**src/hw/ssr_pkg.sv**
```systemverilog
// constants shared by the selectable shift register block
package ssr_pkg;
  // ==========================================================
  // storage layout
  localparam int unsigned SSR_BYTE_COUNT = 4;   // independent bytes
  localparam int unsigned SSR_BYTE_BITS  = 8;   // bits per byte
  localparam int unsigned SSR_IDX_W      = 2;   // byte index width
  localparam int unsigned SSR_BIT_W      = 3;   // bit select width
  // ==========================================================
  // apb register map, byte addresses
  localparam int unsigned SSR_ADDR_W     = 8;
  localparam logic [7:0]  SSR_CONFIG_OFF = 8'h00;  // byte index and output bit
  localparam logic [7:0]  SSR_STATUS_OFF = 8'h04;  // output and last direction
  localparam logic [7:0]  SSR_DATA_OFF   = 8'h08;  // all 32 storage bits
  // ==========================================================
  // field positions
  localparam int unsigned SSR_CFG_IDX_LSB = 0;     // byte index field
  localparam int unsigned SSR_CFG_BIT_LSB = 4;     // output bit field
  localparam int unsigned SSR_STS_OUT_BIT = 0;     // current output
  localparam int unsigned SSR_STS_DIR_BIT = 1;     // direction of last shift
  // ==========================================================
  // reset values
  localparam logic [1:0]  SSR_IDX_RESET  = 2'h0;   // byte 1
  localparam logic [2:0]  SSR_BIT_RESET  = 3'h0;   // bit position 1
  localparam logic [7:0]  SSR_BYTE_RESET = 8'h00;
  localparam logic [31:0] SSR_ZERO_WORD  = 32'h0000_0000;
endpackage

```
**src/hw/ssr_edge_detect.sv**
```systemverilog
// rising edge detector for a group of trigger inputs
`timescale 1ns/1ps
module ssr_edge_detect
  import ssr_pkg::*;
#(
  parameter int unsigned WIDTH = 2
) (
  input  wire logic             clk,
  input  wire logic             reset,
  input  wire logic [WIDTH-1:0] level,
  output logic      [WIDTH-1:0] rise
);
  // ==========================================================
  // previous sample per input
  logic [WIDTH-1:0] prev_reg;  // level one cycle ago

  // remember last level; low after reset so a held high counts once
  always_ff @(posedge clk) begin
    if (reset) begin
      prev_reg <= '0;
    end else begin
      prev_reg <= level;
    end
  end

  // one pulse per low-to-high change, falls ignored
  genvar g;
  generate
    for (g = 0; g < WIDTH; g++) begin : g_rise
      assign rise[g] = level[g] & ~prev_reg[g];
    end
  endgenerate
endmodule // ssr_edge_detect

```
**src/hw/ssr_shift_bank.sv**
```systemverilog
// selectable shift register bank with apb configuration
//
// Contract
// - shift only on trigger rising edge
// - trigger falling edge changes nothing
// - shifted-in bit is sampled serial input
// - direction low shifts toward bit eight
// - direction high shifts toward bit one
// - clear rising edge zeroes selected byte
// - byte index one to four selects byte
// - output follows one selected bit
// - storage is four independent eight-bit bytes
//
// Added by the designer: the APB interface to the registers and the placing of the registers.
`timescale 1ns/1ps
module ssr_shift_bank
  import ssr_pkg::*;
#(
  parameter int unsigned BYTES = SSR_BYTE_COUNT
) (
  input  wire logic                  clk,
  input  wire logic                  reset,
  // function-block side
  input  wire logic                  serialIn,
  input  wire logic                  shiftTrigger,
  input  wire logic                  shiftDirection,
  input  wire logic                  clearTrigger,
  output logic                       bitOut,
  // apb slave
  input  wire logic                  psel,
  input  wire logic                  penable,
  input  wire logic                  pwrite,
  input  wire logic [SSR_ADDR_W-1:0] paddr,
  input  wire logic [31:0]           pwdata,
  output logic [31:0]                prdata,
  output logic                       pready,
  output logic                       pslverr
);
  // ==========================================================
  // declarations
  logic [SSR_BYTE_BITS-1:0] bank_reg [BYTES];   // storage bytes
  logic [SSR_BYTE_BITS-1:0] bank_next [BYTES];  // storage next values
  logic [31:0]              bankFlat;           // storage, byte 1 lowest
  logic [31:0]              bankNextFlat;       // next storage, flat
  logic [SSR_IDX_W-1:0]     byteSel_reg;        // selected byte
  logic [SSR_IDX_W-1:0]     byteSel_next;
  logic [SSR_BIT_W-1:0]     bitSel_reg;         // selected output bit
  logic [SSR_BIT_W-1:0]     bitSel_next;
  logic                     lastDir_reg;        // direction of last shift
  logic                     bitOut_reg;         // registered output
  logic [31:0]              prdata_reg;         // read data captured in setup
  logic                     pslverr_reg;        // unmapped address flag
  logic [1:0]               rise;               // edge pulses
  logic                     trigRise;           // trigger edge
  logic                     clrRise;            // clear edge
  logic                     cfgWrite;           // config write accepted
  logic                     setupPhase;         // apb setup cycle
  logic                     mapped;             // address decodes
  logic [31:0]              cfgWord;            // config register as read
  logic [31:0]              stsWord;            // status register as read

  // ==========================================================
  // edge detection of trigger and clear
  ssr_edge_detect #(
    .WIDTH (2)
  ) u_edges (
    .clk   (clk),
    .reset (reset),
    .level ({clearTrigger, shiftTrigger}),
    .rise  (rise)
  );
  assign trigRise = rise[0];
  assign clrRise  = rise[1];

  // ==========================================================
  // apb decode
  assign setupPhase = psel & ~penable;
  assign mapped     = (paddr == SSR_CONFIG_OFF) || (paddr == SSR_STATUS_OFF) || (paddr == SSR_DATA_OFF);
  assign cfgWrite   = psel & penable & pwrite & (paddr == SSR_CONFIG_OFF);
  assign pready     = psel & penable;  // zero wait states
  assign prdata     = prdata_reg;
  assign pslverr    = pslverr_reg & psel & penable;

  // config word as software reads it, unused bits zero
  always_comb begin
    cfgWord                               = SSR_ZERO_WORD;
    cfgWord[SSR_CFG_IDX_LSB +: SSR_IDX_W] = byteSel_reg;
    cfgWord[SSR_CFG_BIT_LSB +: SSR_BIT_W] = bitSel_reg;
  end

  // status word: current output and direction of the last shift
  always_comb begin
    stsWord                  = SSR_ZERO_WORD;
    stsWord[SSR_STS_OUT_BIT] = bitOut_reg;
    stsWord[SSR_STS_DIR_BIT] = lastDir_reg;
  end

  // configuration next values
  always_comb begin
    byteSel_next = byteSel_reg;
    bitSel_next  = bitSel_reg;
    if (cfgWrite) begin
      byteSel_next = pwdata[SSR_CFG_IDX_LSB +: SSR_IDX_W];
      bitSel_next  = pwdata[SSR_CFG_BIT_LSB +: SSR_BIT_W];
    end
  end

  // configuration registers
  always_ff @(posedge clk) begin
    if (reset) begin
      byteSel_reg <= SSR_IDX_RESET;
      bitSel_reg  <= SSR_BIT_RESET;
    end else begin
      byteSel_reg <= byteSel_next;
      bitSel_reg  <= bitSel_next;
    end
  end

  // reading in setup lets the access phase answer with no wait state
  // read data and error captured in the setup cycle
  always_ff @(posedge clk) begin
    if (reset) begin
      prdata_reg  <= SSR_ZERO_WORD;
      pslverr_reg <= 1'b0;
    end else if (setupPhase) begin
      pslverr_reg <= ~mapped;
      prdata_reg  <= SSR_ZERO_WORD;
      if (!pwrite) begin
        case (paddr)
          SSR_CONFIG_OFF: begin
            prdata_reg <= cfgWord;
          end
          SSR_STATUS_OFF: begin
            prdata_reg <= stsWord;
          end
          SSR_DATA_OFF: begin
            prdata_reg <= bankFlat;
          end
          default: begin
            prdata_reg <= SSR_ZERO_WORD;  // unmapped reads zero
          end
        endcase
      end
    end
  end

  // ==========================================================
  // storage next values, one per byte
  genvar b;
  generate
    for (b = 0; b < BYTES; b++) begin : g_byte
      always_comb begin
        bank_next[b] = bank_reg[b];
        if (byteSel_reg == SSR_IDX_W'(b)) begin
          if (clrRise) begin
            bank_next[b] = SSR_BYTE_RESET;
          end else if (trigRise && !shiftDirection) begin
            bank_next[b] = {bank_reg[b][SSR_BYTE_BITS-2:0], serialIn};
          end else if (trigRise) begin
            bank_next[b] = {serialIn, bank_reg[b][SSR_BYTE_BITS-1:1]};
          end
        end
      end
      assign bankFlat[b*SSR_BYTE_BITS +: SSR_BYTE_BITS]     = bank_reg[b];
      assign bankNextFlat[b*SSR_BYTE_BITS +: SSR_BYTE_BITS] = bank_next[b];
      // storage byte register
      always_ff @(posedge clk) begin
        if (reset) begin
          bank_reg[b] <= SSR_BYTE_RESET;
        end else begin
          bank_reg[b] <= bank_next[b];
        end
      end
    end
  endgenerate

  // ==========================================================
  // direction of the last performed shift
  always_ff @(posedge clk) begin
    if (reset) begin
      lastDir_reg <= 1'b0;
    end else if (trigRise && !clrRise) begin
      lastDir_reg <= shiftDirection;
    end
  end

  // ==========================================================
  // output bit from the next storage and selection
  // next values used so the output never lags a shift or a config write
  always_ff @(posedge clk) begin
    if (reset) begin
      bitOut_reg <= 1'b0;
    end else begin
      bitOut_reg <= bankNextFlat[{byteSel_next, bitSel_next}];
    end
  end
  assign bitOut = bitOut_reg;

  logic [7:0] selByte;  // current selected byte
  assign selByte = bankFlat[{byteSel_reg, 3'h0} +: 8];

  // each unselected byte keeps its value, whatever happens to the selected one
  generate
    for (b = 0; b < BYTES; b++) begin : g_keep

    end
  endgenerate
endmodule // ssr_shift_bank

```
**config.mk**
```make
export PLATFORM = sky130hd
export DESIGN_NAME = ssr_shift_bank
export DESIGN_NICKNAME = d
export VERILOG_FILES = /design/src/hw/ssr_pkg.sv /design/src/hw/ssr_edge_detect.sv /design/src/hw/ssr_shift_bank.sv
export SDC_FILE = /design/constraint.sdc
export NUM_CORES = 1
export LEC_CHECK = 0
export BUFFER_PORTS_ARGS = -buffer_cell sky130_fd_sc_hd__buf_2
export CORE_ASPECT_RATIO = 0.7
export CORE_UTILIZATION = 35
export CTS_CLUSTER_DIAMETER = 80
export DETAILED_ROUTE_END_ITERATION = 8
export GPL_TIMING_DRIVEN = 0
export PLACE_DENSITY = 0.61
export SYNTH_ARGS = -nofsm -noshare
export SYNTH_HDL_FRONTEND = slang
export SYNTH_HIERARCHICAL = 1
export SYNTH_SLANG_ARGS = --single-unit
```
**constraint.sdc**
```tcl
create_clock -name clk -period 3.65 [get_ports clk]
set_input_delay 0.5475 -clock clk [delete_from_list [all_inputs] [get_ports clk]]
set_output_delay 0.5475 -clock clk [all_outputs]
set_load 0.01 [all_outputs]
```
==> impl_metrics.json <==
{
  "ctsHoldBuffers": 0,
  "n_fill_cell": 935,
  "synth_ff_type": "dfxtp_1",
  "critPathCaptureType": "register",
  "crit_fanout": 8,
  "grt_usage_pct": 18.97,
  "vias_per_cell": 5.340,
  "worstPathArrival_ns": 2.95,
  "clkLatencyLatePin_ns": 0.34,
  "finalCriticalPeriod_ns": 2.691,
  "drv_slew": 0,
  "wl_per_cell_um": 15.97,
  "die_area_mm2": 0.01018,
  "fp.dieW_um": 120.1,
  "grt_pass1_wl_um": 14560,
  "p_per_area_mw_per_mm2": 443.3,
  "drcViolationCount": 0,
  "fin_nets": 484,
  "fin_skew_ns": 0.003310,
  "initial_utilization_pct": 36.81,
  "r2r-start": "u_edges/prev_reg[0]",
  "cts_tree": "yes",
  "maxCapViolCount": 0,
  "crit_slowest_cell": "nor3_1",
  "syn_nets": 419,
  "max-slew-margin-rel_pct": 44.68,
  "synthTopCellsByArea": "dfxtp_1 (43%), a22oi_1 (14%), mux2_2 (12%), nor2_1 (8.2%), mux2i_1 (3.5%)",
  "status": "completed",
  "critPathKind": "in2reg",
  "cpPeakStageDelay_ns": 0.70,
  "cp.required_ns": 3.91,
  "async_flop_share_pct": 0,
  "synth_top_area_share_pct": 43.32,
  "period_share_pct": 73.74,
  "crit_start": "clearTrigger",
  "hold_path_startpoint": "reset",
  "antennaDiodeCount": 0,
  "synth_seq_cells": 74,
  "fp-row-count": 29,
  "crit_chain": "buf_2 > nor2b_2 > nand2b_1 > nor3_1 > a22oi_1 > mux4_2 > a221o_1 > o22ai_2",
  "core_area_mm2": 0.009289,
  "cts_inserted_buffers": 9,
  "drtIter0Drc": 247,
  "syn_area_per_cell_um2": 9.242,
  "grt_pass1_vias": 2791,
  "peakVddDrop_mv": 0.2448,
  "yosysSeqAreaShare_pct": 43.32,
  "antenna_found_initial": 0,
  "worstMarginPinSlew_ns": 0.8235,
  "yosys.cell_types.count": 38,
  "htreeDepth": 3,
  "path_clk_slew_ns": 0.06,
  "setup_viol": 0,
  "die_h_um": 84.70,
  "synth_edf_count": 0,
  "postCtsSetupRepairBufs": 0,
  "dr.pass1.iters": 5,
  "numClockSinks": 74,
  "overflow": 0,
  "cts_root_buf": "clkbuf_16",
  "cp-start-kind": "primary input",
  "final_util_pct": 44.85,
  "cts_buffer_depth": 2,
  "fmax_mhz": 371.5,
  "antenna_left": 0,
  "min_path_type": "in2reg",
  "syn_area_mm2": 0.003420,
  "grt_max_degree": 13,
  "drive_gt1_share_pct": 28.64,
  "yosysTopAreaCell": "dfxtp_1",
  "place.port_buffers": 53,
  "wirelength_um": 9007,
  "grt_setup_unrepaired": "false",
  "dp_hpwl_um": 6575,
  "synthToLayoutAreaGrowth_pct": 21.84,
  "leakagePower_uw": 0.001681,
  "cts_resized": 0,
  "syn_inst": 370,
  "yosys_warnings": 6,
  "tns_ns": 0,
  "gp_congestion": 0.8762,
  "ios": 84,
  "hold_violations": 0,
  "dr_total_vias": 3012
}
worst max-delay path, delay by kind of cell:
kind	cells	cell delay (ns)
muxes	1	0.53
AOI/OAI and AO/OA	3	0.65
buffers and inverters	1	0.10
and+or+nand+nor	3	1.13
cell usage in the layout (no fill, tap or decap), drive strengths merged, types with 2 or more instances in the layout:
cell,count
clkinv,4
mux4,2
nor3b,2
mux2i,12
o22ai,2
nand3,3
inv,4
dfxtp,74
and2,3
bufinv,2
o21ai,10
buf,64
a21oi,3
nand2,17
mux2,36
nand2b,6
a22oi,65
nor2,75
nor2b,7
nand3b,3
clkbuf,29
or3b,2
nor4,2
nor3,3
per-stage QoR:
stage	cell area, um2	std cells	hold slack [ns]	power [uW]	setup slack [ns]
finish	4167	564	0.3891	1847	0.9586
global route	4167	564	0.3959	1907	0.7710
CTS	4159	563	0.3808	1867	0.9388
detailed placement	3840	547	0.4587	917.2	0.5913
global placement	3840	547	0.4517	915.8	0.5858
floorplan	3420	370	0.4366	881.1	1.191
Yosys cell counts, types with 2 or more instances:
cell type / instances
nor2_1: 75
dfxtp_1: 74
a22oi_1: 65
mux2_2: 35
clkbuf_1: 18
nand2_1: 17
mux2i_1: 12
o21ai_0: 10
buf_2: 7
nand2b_1: 6
nor2b_1: 5
buf_1: 4
inv_1: 4
a21oi_1: 3
and2_1: 3
nand3_1: 3
nand3b_1: 3
mux4_2: 2
nor2b_2: 2
nor3_1: 2
nor3b_2: 2
or3b_2: 2
final cells by class:
cell class / count / area [um2] / share of cell area (%)
Timing Repair Buffer: 54 / 272.8 / 6.547
Multi-Input combinational cell: 263 / 1805 / 43.33
Clock buffer: 10 / 239.0 / 5.736
Buffer: 29 / 117.6 / 2.823
Inverter: 4 / 15.01 / 0.3604
Sequential cell: 74 / 1481 / 35.56
Clock inverter: 6 / 80.08 / 1.922
Tap cell: 124 / 155.1 / 3.724
cell families after synthesis:
logic type      Yosys count  share of synthesized area [%]
buf+inv                  33                          3.878
mux                      50                          16.79
compound gates           86                          18.19
flops                    74                          43.32
simple gates            127                          17.82
worst paths after layout:
check / end / slack (ns) / cells after the start
max: bitOut / 0.96 / 8
min: u_edges/prev_reg[1] / 0.39 / 2
max reg2reg: bitOut / 1.04 / 7
min reg2reg: lastDir_reg / 0.47 / 2
report_power, final:
group          internal [uW]  switching, uW  total [uW]  leakage (uW)
Clock                    611            335         947      0.000162
Combinational           27.8           59.2        87.1      0.000922
Sequential               811           1.83         813      0.000597
Total                   1450            397        1850       0.00168
per-layer routing:
| layer | vias to the layer above | track usage (%) | wire (um) |
|---|---|---|---|
| li1 | 1467 | - | - |
| met1 | 1433 | 27.61 | 4638 |
| met2 | 98 | 26.38 | 3679 |
| met3 | 14 | 5.571 | 593 |
| met4 | 0 | 6.250 | 96 |
| met5 | - | 0 | 0 |
(Power assumes the default switching activity.)
